$ cat config.mk
export PLATFORM = sky130hd
export DESIGN_NAME = fsr_top
export DESIGN_NICKNAME = d
export VERILOG_FILES = /design/src/design/fsr_pkg.sv /design/src/design/fsr_timing_gen.sv /design/src/design/fsr_top.sv
export SDC_FILE = /design/constraint.sdc
export NUM_CORES = 1
export LEC_CHECK = 0
export BUFFER_PORTS_ARGS = -buffer_cell sky130_fd_sc_hd__buf_2
export CAP_MARGIN = 0
export CORE_MARGIN = 4
export CORE_UTILIZATION = 57
export DETAILED_ROUTE_END_ITERATION = 10
export MAX_ROUTING_LAYER = met4
export PLACE_DENSITY_LB_ADDON = 0.15
export SLEW_MARGIN = 10
export SYNTH_ARGS = -nofsm -noshare
export SYNTH_HDL_FRONTEND = slang
export SYNTH_SLANG_ARGS = --single-unit
$ cat constraint.sdc
create_clock -name aclk -period 2.9 [get_ports aclk]
set_input_delay 0.29 -clock aclk [delete_from_list [all_inputs] [get_ports aclk]]
set_output_delay 0.29 -clock aclk [all_outputs]
set_load 0.02 [all_outputs]
$ cat src/design/fsr_pkg.sv
// package of offsets, fields, reset values and timing counts for the flash status block
package fsr_pkg;
    // register byte addresses on the bus
    localparam logic [7:0] ADDR_STATUS_LOCK = 8'h00;
    localparam logic [7:0] ADDR_MARGINAL = 8'h04;
    localparam logic [7:0] ADDR_IRQ_STATUS = 8'h08;
    localparam logic [7:0] ADDR_IRQ_MASK = 8'h0C;
    localparam logic [7:0] ADDR_OP_CTRL = 8'h10;
    // key byte values
    localparam logic [7:0] KEY_READ = 8'h96;
    localparam logic [7:0] KEY_WRITE = 8'hA5;
    // status/lock register bit positions
    localparam int BIT_FAIL = 7;
    localparam int BIT_SEGMENT_A_LOCK = 6;
    localparam int BIT_EMERGENCY_EXIT = 5;
    localparam int BIT_LOCK = 4;
    localparam int BIT_WAIT = 3;
    localparam int BIT_ACCV = 2;
    localparam int BIT_KEY_VIOLATION_FLAG = 1;
    localparam int BIT_BUSY = 0;
    // marginal register bit positions
    localparam int BIT_MARGINAL_ONE_READ_ENABLE = 5;
    localparam int BIT_MARGINAL_ZERO_READ_ENABLE = 4;
    // interrupt status bit positions
    localparam int IRQ_KEY_VIOLATION_FLAG = 0;
    localparam int IRQ_FAIL = 1;
    localparam int IRQ_ACCV = 2;
    localparam int IRQ_DONE = 3;
    localparam int IRQ_W = 4;
    // operation control bit positions
    localparam int OP_ERASE = 0;
    localparam int OP_MASS = 1;
    localparam int OP_WRITE = 2;
    localparam int OP_BLOCK = 3;
    localparam int OP_INFO = 4;
    localparam int OP_START = 5;
    // reset values
    localparam logic RST_LOCK = 1'b1;
    localparam logic RST_SEGMENT_A_LOCK = 1'b1;
    // timing: clock rate and operation durations
    localparam int CLK_HZ = 20000000;
    localparam int WRITE_TIME_NS = 3000;
    localparam int ERASE_TIME_NS = 1000000;
    localparam int WRITE_CYCLES = (WRITE_TIME_NS * (CLK_HZ / 1000000) + 999) / 1000;
    localparam int ERASE_CYCLES = (ERASE_TIME_NS * (CLK_HZ / 1000000) + 999) / 1000;
    localparam int TIMER_W = 16;
    // sequencer states
    typedef enum logic [1:0] {
        FSR_IDLE = 2'b00,
        FSR_RUN = 2'b01,
        FSR_DONE = 2'b11
    } fsr_state_e;
endpackage

$ cat src/design/fsr_timing_gen.sv
// flash timing generator: counts one write or erase operation
`timescale 1ns/1ps
module fsr_timing_gen #(
    parameter int CW = fsr_pkg::TIMER_W
) (
    input wire logic aclk,
    input wire logic aresetn,
    input wire logic start,
    input wire logic [CW-1:0] cycles,
    input wire logic abort,
    output logic busy,
    output logic done
);
    fsr_pkg::fsr_state_e state_q;
    logic [CW-1:0] count_q;

    // sequence of idle, run and done; abort drops straight to idle
    always_ff @(posedge aclk) begin
        if (!aresetn) begin
            state_q <= fsr_pkg::FSR_IDLE;
            count_q <= '0;
        end else if (abort) begin
            state_q <= fsr_pkg::FSR_IDLE;
            count_q <= '0;
        end else begin
            case (state_q)
                fsr_pkg::FSR_IDLE: begin
                    if (start) begin
                        state_q <= fsr_pkg::FSR_RUN;
                        count_q <= cycles;
                    end
                end
                fsr_pkg::FSR_RUN: begin
                    if (count_q <= CW'(1)) begin
                        state_q <= fsr_pkg::FSR_DONE;
                    end
                    count_q <= count_q - CW'(1);
                end
                fsr_pkg::FSR_DONE: begin
                    state_q <= fsr_pkg::FSR_IDLE;
                end
                default: begin
                    state_q <= fsr_pkg::FSR_IDLE;
                end
            endcase
        end
    end

    assign busy = (state_q == fsr_pkg::FSR_RUN);
    assign done = (state_q == fsr_pkg::FSR_DONE);
endmodule

$ cat src/design/fsr_top.sv
// flash status, lock and marginal read registers with AXI4-Lite access
`timescale 1ns/1ps
module fsr_top #(
    parameter int WRITE_CYC = fsr_pkg::WRITE_CYCLES,
    parameter int ERASE_CYC = fsr_pkg::ERASE_CYCLES
) (
    input wire logic aclk,
    input wire logic aresetn,
    input wire logic por_n,
    input wire logic [7:0] s_axi_awaddr,
    input wire logic s_axi_awvalid,
    output logic s_axi_awready,
    input wire logic [31:0] s_axi_wdata,
    input wire logic [3:0] s_axi_wstrb,
    input wire logic s_axi_wvalid,
    output logic s_axi_wready,
    output logic [1:0] s_axi_bresp,
    output logic s_axi_bvalid,
    input wire logic s_axi_bready,
    input wire logic [7:0] s_axi_araddr,
    input wire logic s_axi_arvalid,
    output logic s_axi_arready,
    output logic [31:0] s_axi_rdata,
    output logic [1:0] s_axi_rresp,
    output logic s_axi_rvalid,
    input wire logic s_axi_rready,
    input wire logic cpu_fetch_from_flash,
    input wire logic irq_during_op,
    output logic power_up_clear_reset,
    output logic marginal_one_read_enable,
    output logic marginal_zero_read_enable,
    output logic irq
);
    localparam int CW = fsr_pkg::TIMER_W;

    logic [7:0] awaddr_q;
    logic aw_have_q;
    logic [31:0] wdata_q;
    logic [3:0] wstrb_q;
    logic w_have_q;
    logic wr_go;
    logic key_ok;
    logic full_lanes;
    logic segment_a_lock_q;
    logic emergency_exit_q;
    logic lock_q;
    logic fail_q;
    logic access_violation_flag_q;
    logic key_violation_flag_q;
    logic emergency_exit_on_interrupt_enable_q;
    logic [4:0] op_q;
    logic marginal_one_read_enable_q;
    logic marginal_zero_read_enable_q;
    logic [fsr_pkg::IRQ_W-1:0] irq_stat_q;
    logic [fsr_pkg::IRQ_W-1:0] irq_mask_q;
    logic [fsr_pkg::IRQ_W-1:0] irq_event;
    logic start_req;
    logic start_ok;
    logic start_bad;
    logic abort_op;
    logic tg_busy;
    logic tg_done;
    logic [CW-1:0] tg_cycles;
    logic [7:0] status_byte;
    logic [31:0] rd_word;
    logic rd_hit_irq;

    // write channels may arrive in either order; hold each until both are here
    always_ff @(posedge aclk) begin
        if (!aresetn) begin
            aw_have_q <= 1'b0;
            w_have_q <= 1'b0;
            awaddr_q <= 8'h00;
            wdata_q <= 32'h0000_0000;
            wstrb_q <= 4'h0;
        end else begin
            if (s_axi_awvalid && s_axi_awready) begin
                aw_have_q <= 1'b1;
                awaddr_q <= s_axi_awaddr;
            end else if (wr_go) begin
                aw_have_q <= 1'b0;
            end
            if (s_axi_wvalid && s_axi_wready) begin
                w_have_q <= 1'b1;
                wdata_q <= s_axi_wdata;
                wstrb_q <= s_axi_wstrb;
            end else if (wr_go) begin
                w_have_q <= 1'b0;
            end
        end
    end

    assign wr_go = aw_have_q && w_have_q && !s_axi_bvalid;
    assign full_lanes = (wstrb_q[1:0] == 2'h3);
    assign key_ok = (wdata_q[15:8] == fsr_pkg::KEY_WRITE) && full_lanes;

    // ready signals and write response
    always_ff @(posedge aclk) begin
        if (!aresetn) begin
            s_axi_awready <= 1'b0;
            s_axi_wready <= 1'b0;
            s_axi_bvalid <= 1'b0;
            s_axi_bresp <= 2'h0;
        end else begin
            s_axi_awready <= !aw_have_q && !(s_axi_awvalid && s_axi_awready);
            s_axi_wready <= !w_have_q && !(s_axi_wvalid && s_axi_wready);
            if (wr_go) begin
                s_axi_bvalid <= 1'b1;
                case (awaddr_q)
                    fsr_pkg::ADDR_STATUS_LOCK, fsr_pkg::ADDR_MARGINAL,
                    fsr_pkg::ADDR_IRQ_MASK, fsr_pkg::ADDR_OP_CTRL: s_axi_bresp <= 2'h0;
                    default: s_axi_bresp <= 2'h2;
                endcase
            end else if (s_axi_bready) begin
                s_axi_bvalid <= 1'b0;
            end
        end
    end

    // a write to the status/lock or marginal register with a wrong key asks for power-up clear
    always_ff @(posedge aclk) begin
        if (!aresetn) begin
            power_up_clear_reset <= 1'b0;
        end else begin
            power_up_clear_reset <= wr_go && !key_ok &&
                (awaddr_q == fsr_pkg::ADDR_STATUS_LOCK || awaddr_q == fsr_pkg::ADDR_MARGINAL);
        end
    end

    // key violation survives the power-up clear; only power-on clears it
    always_ff @(posedge aclk) begin
        if (!por_n) begin
            key_violation_flag_q <= 1'b0;
        end else if (wr_go && !key_ok && (awaddr_q == fsr_pkg::ADDR_STATUS_LOCK ||
                     awaddr_q == fsr_pkg::ADDR_MARGINAL)) begin
            key_violation_flag_q <= 1'b1;
        end
    end

    // writable bits of the status/lock register
    always_ff @(posedge aclk) begin
        if (!aresetn) begin
            segment_a_lock_q <= fsr_pkg::RST_SEGMENT_A_LOCK;
            emergency_exit_q <= 1'b0;
            lock_q <= fsr_pkg::RST_LOCK;
        end else if (wr_go && key_ok && awaddr_q == fsr_pkg::ADDR_STATUS_LOCK) begin
            // segment lock toggles when written as 1
            if (wdata_q[fsr_pkg::BIT_SEGMENT_A_LOCK]) begin
                segment_a_lock_q <= !segment_a_lock_q;
            end
            emergency_exit_q <= wdata_q[fsr_pkg::BIT_EMERGENCY_EXIT];
            lock_q <= wdata_q[fsr_pkg::BIT_LOCK];
        end
    end

    // operation control: mode bits, exit-on-interrupt, start
    always_ff @(posedge aclk) begin
        if (!aresetn) begin
            op_q <= 5'h00;
            emergency_exit_on_interrupt_enable_q <= 1'b0;
        end else if (abort_op) begin
            op_q <= 5'h00;
        end else if (wr_go && key_ok && awaddr_q == fsr_pkg::ADDR_OP_CTRL) begin
            op_q <= wdata_q[4:0];
            emergency_exit_on_interrupt_enable_q <= wdata_q[7];
        end
    end

    assign start_req = wr_go && key_ok && awaddr_q == fsr_pkg::ADDR_OP_CTRL &&
        wdata_q[fsr_pkg::OP_START] && !tg_busy;
    // locked controller, or protected info segment without mass erase, refuses the operation
    assign start_bad = start_req && (lock_q || (wdata_q[fsr_pkg::OP_INFO] &&
        segment_a_lock_q && !wdata_q[fsr_pkg::OP_MASS]));
    assign start_ok = start_req && !start_bad;
    assign tg_cycles = (wdata_q[fsr_pkg::OP_ERASE] || wdata_q[fsr_pkg::OP_MASS]) ?
        CW'(ERASE_CYC) : CW'(WRITE_CYC);
    assign abort_op = tg_busy && (emergency_exit_q ||
        (irq_during_op && emergency_exit_on_interrupt_enable_q));

    // timing generator; lock is not an input, so it never aborts a running operation
    fsr_timing_gen #(.CW(CW)) u_timing (
        .aclk(aclk),
        .aresetn(aresetn),
        .start(start_ok),
        .cycles(tg_cycles),
        .abort(abort_op),
        .busy(tg_busy),
        .done(tg_done)
    );

    // failure and access violation flags; set wins over software clear
    always_ff @(posedge aclk) begin
        if (!aresetn) begin
            fail_q <= 1'b0;
            access_violation_flag_q <= 1'b0;
        end else begin
            if (abort_op) begin
                fail_q <= 1'b1;
            end else if (wr_go && key_ok && awaddr_q == fsr_pkg::ADDR_STATUS_LOCK) begin
                fail_q <= wdata_q[fsr_pkg::BIT_FAIL];
            end
            if (start_bad) begin
                access_violation_flag_q <= 1'b1;
            end else if (wr_go && key_ok && awaddr_q == fsr_pkg::ADDR_STATUS_LOCK) begin
                access_violation_flag_q <= wdata_q[fsr_pkg::BIT_ACCV];
            end
        end
    end

    // marginal read enables; instruction fetch from flash drops the one-read enable
    always_ff @(posedge aclk) begin
        if (!aresetn) begin
            marginal_one_read_enable_q <= 1'b0;
            marginal_zero_read_enable_q <= 1'b0;
        end else begin
            if (wr_go && key_ok && awaddr_q == fsr_pkg::ADDR_MARGINAL) begin
                marginal_one_read_enable_q <= wdata_q[fsr_pkg::BIT_MARGINAL_ONE_READ_ENABLE];
                marginal_zero_read_enable_q <= wdata_q[fsr_pkg::BIT_MARGINAL_ZERO_READ_ENABLE];
            end
            if (cpu_fetch_from_flash) begin
                marginal_one_read_enable_q <= 1'b0;
            end
        end
    end

    assign marginal_one_read_enable = marginal_one_read_enable_q;
    assign marginal_zero_read_enable = marginal_zero_read_enable_q;

    // live status byte: busy and wait follow the timing generator
    always_comb begin
        status_byte = 8'h00;
        status_byte[fsr_pkg::BIT_FAIL] = fail_q;
        status_byte[fsr_pkg::BIT_SEGMENT_A_LOCK] = segment_a_lock_q;
        status_byte[fsr_pkg::BIT_EMERGENCY_EXIT] = emergency_exit_q;
        status_byte[fsr_pkg::BIT_LOCK] = lock_q;
        status_byte[fsr_pkg::BIT_WAIT] = !tg_busy;
        status_byte[fsr_pkg::BIT_ACCV] = access_violation_flag_q;
        status_byte[fsr_pkg::BIT_KEY_VIOLATION_FLAG] = key_violation_flag_q;
        status_byte[fsr_pkg::BIT_BUSY] = tg_busy;
    end

    // interrupt events and sticky status, cleared by a read; a new event wins
    assign irq_event = {tg_done, start_bad, abort_op, power_up_clear_reset};
    assign rd_hit_irq = s_axi_arvalid && s_axi_arready && s_axi_araddr == fsr_pkg::ADDR_IRQ_STATUS;
    always_ff @(posedge aclk) begin
        if (!aresetn) begin
            irq_stat_q <= '0;
            irq_mask_q <= '0;
            irq <= 1'b0;
        end else begin
            irq_stat_q <= (rd_hit_irq ? '0 : irq_stat_q) | irq_event;
            if (wr_go && awaddr_q == fsr_pkg::ADDR_IRQ_MASK) begin
                irq_mask_q <= wdata_q[fsr_pkg::IRQ_W-1:0];
            end
            irq <= |(irq_stat_q & irq_mask_q);
        end
    end

    // read decode: the status/lock and marginal registers return the read key in bits 15:8
    always_comb begin
        rd_word = 32'h0000_0000;
        case (s_axi_araddr)
            fsr_pkg::ADDR_STATUS_LOCK: rd_word = {16'h0000, fsr_pkg::KEY_READ, status_byte};
            fsr_pkg::ADDR_MARGINAL: rd_word = {16'h0000, fsr_pkg::KEY_READ, 2'b00, marginal_one_read_enable_q, marginal_zero_read_enable_q,
                4'h0};
            fsr_pkg::ADDR_IRQ_STATUS: rd_word = {28'h0000000, irq_stat_q};
            fsr_pkg::ADDR_IRQ_MASK: rd_word = {28'h0000000, irq_mask_q};
            fsr_pkg::ADDR_OP_CTRL: rd_word = {24'h000000,
                emergency_exit_on_interrupt_enable_q, 1'b0, tg_busy, op_q};
            default: rd_word = 32'h0000_0000;
        endcase
    end

    // read channel: one cycle from address taken to data valid
    always_ff @(posedge aclk) begin
        if (!aresetn) begin
            s_axi_arready <= 1'b0;
            s_axi_rvalid <= 1'b0;
            s_axi_rdata <= 32'h0000_0000;
            s_axi_rresp <= 2'h0;
        end else begin
            s_axi_arready <= !s_axi_rvalid && !(s_axi_arvalid && s_axi_arready);
            if (s_axi_arvalid && s_axi_arready) begin
                s_axi_rvalid <= 1'b1;
                s_axi_rdata <= rd_word;
                case (s_axi_araddr)
                    fsr_pkg::ADDR_STATUS_LOCK, fsr_pkg::ADDR_MARGINAL, fsr_pkg::ADDR_IRQ_STATUS,
                    fsr_pkg::ADDR_IRQ_MASK, fsr_pkg::ADDR_OP_CTRL: s_axi_rresp <= 2'h0;
                    default: s_axi_rresp <= 2'h2;
                endcase
            end else if (s_axi_rready) begin
                s_axi_rvalid <= 1'b0;
            end
        end
    end
endmodule

==> out/results.txt, run 1 <==
Max stage delay on crit path - 560 ps
CP endpoint kind - flop
Final Hold Fails - 0
Sequential Area - 1720 sq um
clock power share - 35.0%
number of antenna violations at the first check in global routing - 0
# Max-Cap Violations - 0
critical path, cell by cell - or4_4 -> nor3_4 -> nand4b_4 -> a2111oi_2 -> a31o_1
worst hold path startpoint - cpu_fetch_from_flash
Sink Count - 86
Post-CTS Setup Inserts - 0
global-route wire length before repair - 14900 um
Net Sw Frac - 26.6%
grt total ovfl - 0
Least-Margin Pin Slew - 751 ps
Tot GR Track Use - 22.1%
Final nets - 598
Logic pwr share - 8.3%
Worst Setup Path Type - reg2reg
# fillers - 612
Initial Util - 59.7%
CP startpoint kind - flop
Die Y - 93.3 um
clk_lat worst skew - 350 ps
Clock Path Buffers - 2
outcome - completed
most frequent cells in the layout - nand2_1 (90), dfxtp_1 (86), buf_2 (66)
yosys warns - 0
Post-Route WL - 9400 um
CP max stage cell - or4_4
ys async rst share - 0%
Antenna Violating Nets Remaining - 0
Rows - 30
PwrDens - 469 nW/um^2
Primary FF master, synth - dfxtp_1
Sequential Power Share - 56.7%
Seq/Total Area, Yosys - 41.5%
met2 wire length - 4290 um
DRC - 0
f_max - 449 MHz
worst r2r src - awaddr_q[0]
met3 wire length - 585 um
Final setup violation count - 0
DRT iter0 DRCs - 194
Leak - 1.89 nW
Max H-tree Level - 3
CTS tree - built
post-CTS sizing - 0
Worst slew margin - 49.8%
Highest Signal Layer - met4
gpl congestion - 0.882
total power - 2.17 mW
Synth cell types - 59
Antenna diodes - 0
critical path data required time - 3190 ps
via/cell ratio - 5.49
Net Sw Power - 576 uW
largest net degree at the start of global routing - 44
Setup TNS - 0 ps
core footprint - 6940 sq um
M1 wire length - 4330 um
first drt pass iteration count - 4
Arr. time, crit path - 2520 ps
# IOs - 107
Die Width - 93.3 um
multi-input logic area - 2210 sq um
CTS hold repair buffers - 0
crit path launch - awaddr_q[0]
Syn Std Cell Area - 4150 sq um
commonest non-fill, non-tap cell in the layout - nand2_1
Final Skew - 14.1 ps
Avg WL per Cell - 14.8 um
Post-synth EDFFs - 0
Clock Tree Root - clkbuf_8
Max VDD drop - 0.289 mV
clk slew on worst S/H paths - 90 ps
Mean Syn Cell Area - 8.68 sq um
DIE AREA - 8710 sq um
vias in the first global route - 3123
Tcrit/Tclk final - 76.8%
RSZ-0062 raised after global routing - false
Cells after Synth - 478
port buffer count - 66
worst min path class - in2reg
Pint - 1.59 mW
largest fanout on the critical path - 11
area delta synth->final - 11.2%
layout cell share with drive strength beyond 1 - 20.6%
DP HPWL - 6930 um
routed via count - 3488
#FFs+latches synth - 86
Hold WS - 113 ps
Slew Viols, Final - 0
Num CTS Buffers - 9
final critical-path required period - 2230 ps
Core Util, Final - 66.5%
[logic make-up (layout without fill, tap and decap cells)]
logic type | Yosys count | in the layout | share of synthesized area (%)
adder cells (fa/ha/maj) | 2 | 2 | 0.603
other | 1 | 22 | 0.0904
flip-flops | 86 | 86 | 41.5
buffers and inverters | 52 | 92 | 7.15
AO/OA/AOI/OAI | 100 | 100 | 17.0
AND/OR/NAND/NOR | 215 | 215 | 28.1
XOR/XNOR | 1 | 1 | 0.211
multiplexers | 21 | 21 | 5.31
[critical path: cells and delay by family (launching register included)]
| family | cells | cell delay, ps |
|---|---|---|
| AND/OR/NAND/NOR | 3 | 1280 |
| AO/OA/AOI/OAI | 2 | 560 |
| flip-flops | 1 | 320 |
[worst paths after layout]
| check | end | slack [ps] | cells past startpoint |
|---|---|---|---|
| worst max-delay path | u_timing.count_q[10] | 670 | 5 |
| worst min-delay path | marginal_one_read_enable | 110 | 2 |
| worst max register to register | u_timing.count_q[10] | 670 | 5 |
| worst min register to register | s_axi_awready | 450 | 1 |
[metal layers]
metal,vias to the layer above,GRT usage (%)
li1,1765,-
met1,1604,28.5
met2,106,34.7
met3,13,4.18
met4,0,8.18
met5,-,-
[synthesized netlist by cell type, types with 4 or more instances]
| master | count | area [sq um] |
|---|---|---|
| nor2_1 | 25 | 93.8 |
| inv_1 | 4 | 15.0 |
| mux2_2 | 8 | 90.1 |
| clkbuf_1 | 19 | 71.3 |
| o21ai_0 | 12 | 60.1 |
| a22oi_1 | 6 | 45.0 |
| nor4_1 | 6 | 37.5 |
| a21boi_0 | 36 | 270 |
| nand3_1 | 18 | 90.1 |
| or3_1 | 5 | 31.3 |
| nand4_1 | 4 | 25.0 |
| a31oi_1 | 4 | 25.0 |
| dfxtp_1 | 86 | 1720 |
| nor2b_1 | 13 | 81.3 |
| nor3_1 | 10 | 50.1 |
| a222oi_1 | 4 | 40.0 |
| nand2_1 | 90 | 338 |
| nand2b_1 | 5 | 31.3 |
| buf_4 | 26 | 195 |
| nor3b_1 | 5 | 37.5 |
| mux2i_1 | 13 | 130 |
| a21oi_1 | 18 | 90.1 |
| and2_1 | 5 | 31.3 |
[registers in the layout, indices dropped and copies added, names as in the netlist, 2 cells and up]
| signal | cells |
|---|---|
| s_axi_rdata | 9 |
| awaddr_q | 8 |
| irq_mask_q | 4 |
| wdata_q | 16 |
| wstrb_q | 2 |
| op_q | 5 |
| irq_stat_q | 4 |
| u_timing.count_q | 16 |
| u_timing.state_q | 2 |
[power groups by stage]
stage	clock network (mW)	logic [mW]	registers, mW
after floorplan	0	0.139	1.26
after global placement	0	0.177	1.25
after detailed placement	0	0.180	1.26
after CTS	0.771	0.180	1.23
after global routing	0.817	0.200	1.23
final	0.758	0.181	1.23
[through the flow]
| stage | instances | area, sq um | worst slack (ps) |
|---|---|---|---|
| 5_1_grt | 635 | 4610 | 526 |
| 2_1_floorplan | 499 | 4230 | 1080 |
| 3_5_place_dp | 619 | 4440 | 698 |
| 3_3_place_gp | 619 | 4440 | 759 |
| 4_1_cts | 635 | 4610 | 678 |
| 6_report | 635 | 4610 | 674 |
[area by class of cell]
| cell class | count | share of cell area, % |
|---|---|---|
| Clock inverter | 6 | 0.976 |
| Tap cell | 96 | 2.60 |
| Multi-Input combinational cell | 361 | 47.9 |
| Sequential cell | 86 | 37.3 |
| Timing Repair Buffer | 72 | 8.13 |
| Clock buffer | 10 | 2.77 |
| Inverter | 4 | 0.325 |
No activity file was read; power rests on OpenSTA's default activity.
==> run 2, diff against run 1 <==
- CORE_UTILIZATION: 57 -> 53
- clock period: 2.9 -> 2.1 ns (I/O delays scaled with it)
==> run 2 against run 1 <==
Net effect:
- first-iteration DRC count rose by 23%
- power rose by 41%
- critical endpoint is now u_timing.count_q[4]
- combinational power rose by 43%
- global-route usage is 0.38 points lower
==> out/results.txt, run 2 (same netlist as run 1, synthesis figures left out) <==
biggest regs - u_timing.count_q: 16 flops, wdata_q: 16 flops, s_axi_rdata: 9 flops
clk slew on worst S/H paths - 80 ps
Sink Count - 86
CP endpoint kind - flop
Avg WL per Cell - 14.8 um
Arr. time, crit path - 2190 ps
# Max-Cap Violations - 0
largest net degree at the start of global routing - 34
Tot GR Track Use - 21.8%
DRT iter0 DRCs - 238
Final Skew - 10.1 ps
f_max - 506 MHz
Max H-tree Level - 3
Setup TNS - 0 ps
largest fanout on the critical path - 14
Clock Path Buffers - 2
fin cells - 652
global-route wire length before repair - 15400 um
Setup WS pre-CTS - 103 ps
Worst Setup Path Type - reg2reg
critical path data required time - 2310 ps
final critical-path required period - 1980 ps
Die Y - 96.5 um
total power - 3.06 mW
Slew Viols, Final - 0
RSZ-0062 raised after global routing - false
grt total ovfl - 0
placed insts - 637
Final Hold Fails - 0
number of antenna violations at the first check in global routing - 0
area delta synth->final - 14.8%
Worst slew margin - 56.0%
Worst Hold End - marginal_one_read_enable
Post-Route WL - 9660 um
commonest non-fill, non-tap cell in the layout - nand2_1
DP HPWL - 7270 um
CTS tree - built
most frequent cells in the layout - nand2_1 (90), dfxtp_1 (86), buf_2 (66)
Num CTS Buffers - 9
Final setup violation count - 0
first drt pass iteration count - 8
gpl congestion - 0.862
worst r2r src - awaddr_q[0]
CTS hold repair buffers - 0
reg-to-reg slack, setup - 120 ps
Final WS setup - 124 ps
DIE AREA - 9310 sq um
Leak - 1.97 nW
outcome - completed
vias in the first global route - 3248
Max VDD drop - 0.430 mV
Antenna Violating Nets Remaining - 0
Rows - 31
Final nets - 613
# IOs - 107
Hold Path Stages - 2
DRC - 0
clk_lat worst skew - 350 ps
worst hold path startpoint - cpu_fetch_from_flash
layout cell share with drive strength beyond 1 - 22.8%
Antenna diodes - 0
R2R depth - 6
Least-Margin Pin Slew - 661 ps
R2R Path End - u_timing.count_q[4]
Tcrit/Tclk final - 94.1%
CP startpoint kind - flop
Die Width - 96.5 um
Initial Util - 55.7%
Hold WS - 22.0 ps
crit path launch - awaddr_q[0]
via/cell ratio - 5.51
PwrDens - 642 nW/um^2
port buffer count - 66
routed via count - 3591
worst min path class - in2reg
core footprint - 7450 sq um
Clock Tree Root - clkbuf_8
==> run 2: metrics by stage <==
stage	util [%]	instance area (sq um)
after global routing	63.9	4760
after global placement	61.4	4570
after CTS	63.8	4750
final	63.9	4760
after detailed placement	61.4	4570
after floorplan	-	4230
==> run 2: final cells by class <==
cell class	count	area, sq um
clock buffers	11	131
clock inverters	4	48.8
fillers	677	2690
inverters	4	15.0
multi-input cells	361	2220
flip-flops and latches	86	1720
well taps	99	124
repair buffers	87	500
==> run 2: how the worst max path moves through the flow <==
stage / endpoint / slack [ps]
final: u_timing.count_q[4] / 120
after global placement: irq_mask_q[2] / 180
after detailed placement: irq_mask_q[2] / 100
after global routing: u_timing.count_q[4] / 1
after CTS: irq_mask_q[2] / 110
after floorplan: u_timing.count_q[10] / 280
==> run 2: critical path, cell delays in order, from the launching register on <==
cell and delay (ps):
dfxtp_1 320, or4_4 570, nor3_4 170, buf_12 170, nand4b_1 290, nand3_1 220
a31oi_1 100
==> run 2: timing repair <==
item                                    CTS  global route
setup buffers                             0             0
endpoints found under the setup margin    0             3
gates resized for setup                   0             2
==> run 2: per-layer routing <==
metal / vias to the layer above / global-route usage [%] / wire length, um
met5: - / - / 0
met4: 0 / 5.96 / 55
met3: 6 / 4.26 / 668
met2: 117 / 34.7 / 4490
met1: 1678 / 28.3 / 4440
li1: 1790 / - / -
==> run 2: where the power goes <==
group	internal, mW	switching, mW
Sequential	1.67	0.0297
Clock	0.543	0.562
Combinational	0.0983	0.160
==> run 3, diff against run 2 <==
- CORE_UTILIZATION: 53 -> 57
- REMOVE_ABC_BUFFERS: unset -> 1
- clock period: 2.1 -> 2.5 ns (I/O delays scaled with it)
==> run 3 against run 2 <==
Net effect:
- final cell count down 1.7%
- clock power down 4%
- utilization up 3.8 points
- register-to-register slack better by 230 ps
- hold slack better by 43 ps
- first-iteration DRC count up 14%
- critical endpoint is now access_violation_flag_q
- highest routed layer unchanged
==> out/results.txt, run 3 (same netlist as run 1, synthesis figures left out) <==
CTS tree - built
global-route wire length before repair - 15400 um
Antenna Violating Nets Remaining - 0
Max H-tree Level - 3
clk slew on worst S/H paths - 90 ps
biggest regs - u_timing.count_q: 16 flops, wdata_q: 16 flops, s_axi_rdata: 9 flops
final critical-path required period - 2150 ps
Final setup violation count - 0
area delta synth->final - 13.3%
total power - 2.69 mW
Worst Setup Path Type - reg2reg
grt total ovfl - 0
# Max-Cap Violations - 0
Rows - 30
critical path data required time - 2780 ps
Arr. time, crit path - 2430 ps
Die Y - 93.3 um
most frequent cells in the layout - nand2_1 (90), dfxtp_1 (86), buf_2 (66)
global route hottest layer - met2
Initial Util - 59.7%
Sink Count - 86
Die Width - 93.3 um
Post-Route WL - 9050 um
largest net degree at the start of global routing - 26
CTS hold repair buffers - 0
DP HPWL - 6660 um
via/cell ratio - 5.62
outcome - completed
vias in the first global route - 3250
PwrDens - 573 nW/um^2
Antenna diodes - 0
final instance area - 4700 sq um
Worst slew margin - 58.4%
DRC - 0
Final nets - 604
CP endpoint kind - flop
commonest non-fill, non-tap cell in the layout - nand2_1
Least-Margin Pin Slew - 624 ps
port buffer count - 66
Max VDD drop - 0.433 mV
routed via count - 3605
Setup WS pre-CTS - 379 ps
number of antenna violations at the first check in global routing - 0
clk_lat worst skew - 360 ps
Slew Viols, Final - 0
Tot GR Track Use - 22.6%
post-CTS sizing - 0
core footprint - 6940 sq um
DRT iter0 DRCs - 272
f_max - 466 MHz
worst min path class - in2reg
Hold WS - 65.1 ps
Final WS setup - 352 ps
met1 Track Usage GR - 31.3%
met2 Resource Use GR - 33.5%
met3 GRT Util - 3.14%
multi-input logic area - 2210 sq um
gpl congestion - 0.855
largest fanout on the critical path - 11
Clock Tree Root - clkbuf_8
# IOs - 107
first drt pass iteration count - 7
CP startpoint kind - flop
# fillers - 588
RSZ-0062 raised after global routing - false
Clock Path Buffers - 2
Leak - 1.94 nW
Setup TNS - 0 ps
layout cell share with drive strength beyond 1 - 21.3%
Tcrit/Tclk final - 85.9%
Post-DP Area - 4490 sq um
DIE AREA - 8710 sq um
Final Hold Fails - 0
Sequential Area - 1720 sq um
Avg WL per Cell - 14.1 um
Post-CTS Setup Inserts - 0
Num CTS Buffers - 9
Final Skew - 10.4 ps
[run 3: cell count changes in the layout (fill, tap and decap cells not counted), sizes merged]
cell    previous run  this run
buf               87        78
clkbuf            11        12
clkinv             3         2
bufinv             1         2
[run 3: cell type report]
class,count,share of cell area (%)
clock inverter,4,1.49
multi-input combinational,361,47.0
timing repair buffer,78,8.94
sequential,86,36.6
inverter,4,0.319
tap,96,2.55
clock buffer,12,3.09
[run 3: final timing paths]
check,start,endpoint,slack (ps),depth (start not counted)
max,awaddr_q[0],access_violation_flag_q,350,5
min,cpu_fetch_from_flash,marginal_one_read_enable,70,2
max reg2reg,awaddr_q[0],access_violation_flag_q,350,5
min reg2reg,s_axi_rvalid,s_axi_arready,440,1
[run 3: report_power, final]
| part | switching [mW] | internal (mW) |
|---|---|---|
| Clock | 0.471 | 0.588 |
| Sequential | 0.0251 | 1.40 |
| Combinational | 0.131 | 0.0787 |
| Total | 0.627 | 2.07 |
[run 3: critical path, stage by stage (launching register included)]
cell and delay (ps):
dfxtp_1 320, or4_4 560, nor3_4 400, nand2_2 180
or3_1 420, a21boi_0 170
[run 3: per-stage QoR]
step                      util (%)  instances
after floorplan                  -        451
after global placement        64.6        625
after detailed placement      64.6        625
after CTS                     67.7        641
after global routing          67.7        641
final                         67.7        641
[run 3: metal layers]
metal / part of all wire, % / wire (um)
met5: 0 / 0
met4: 1.2 / 112
met3: 7.6 / 687
met2: 45 / 4070
met1: 46 / 4190
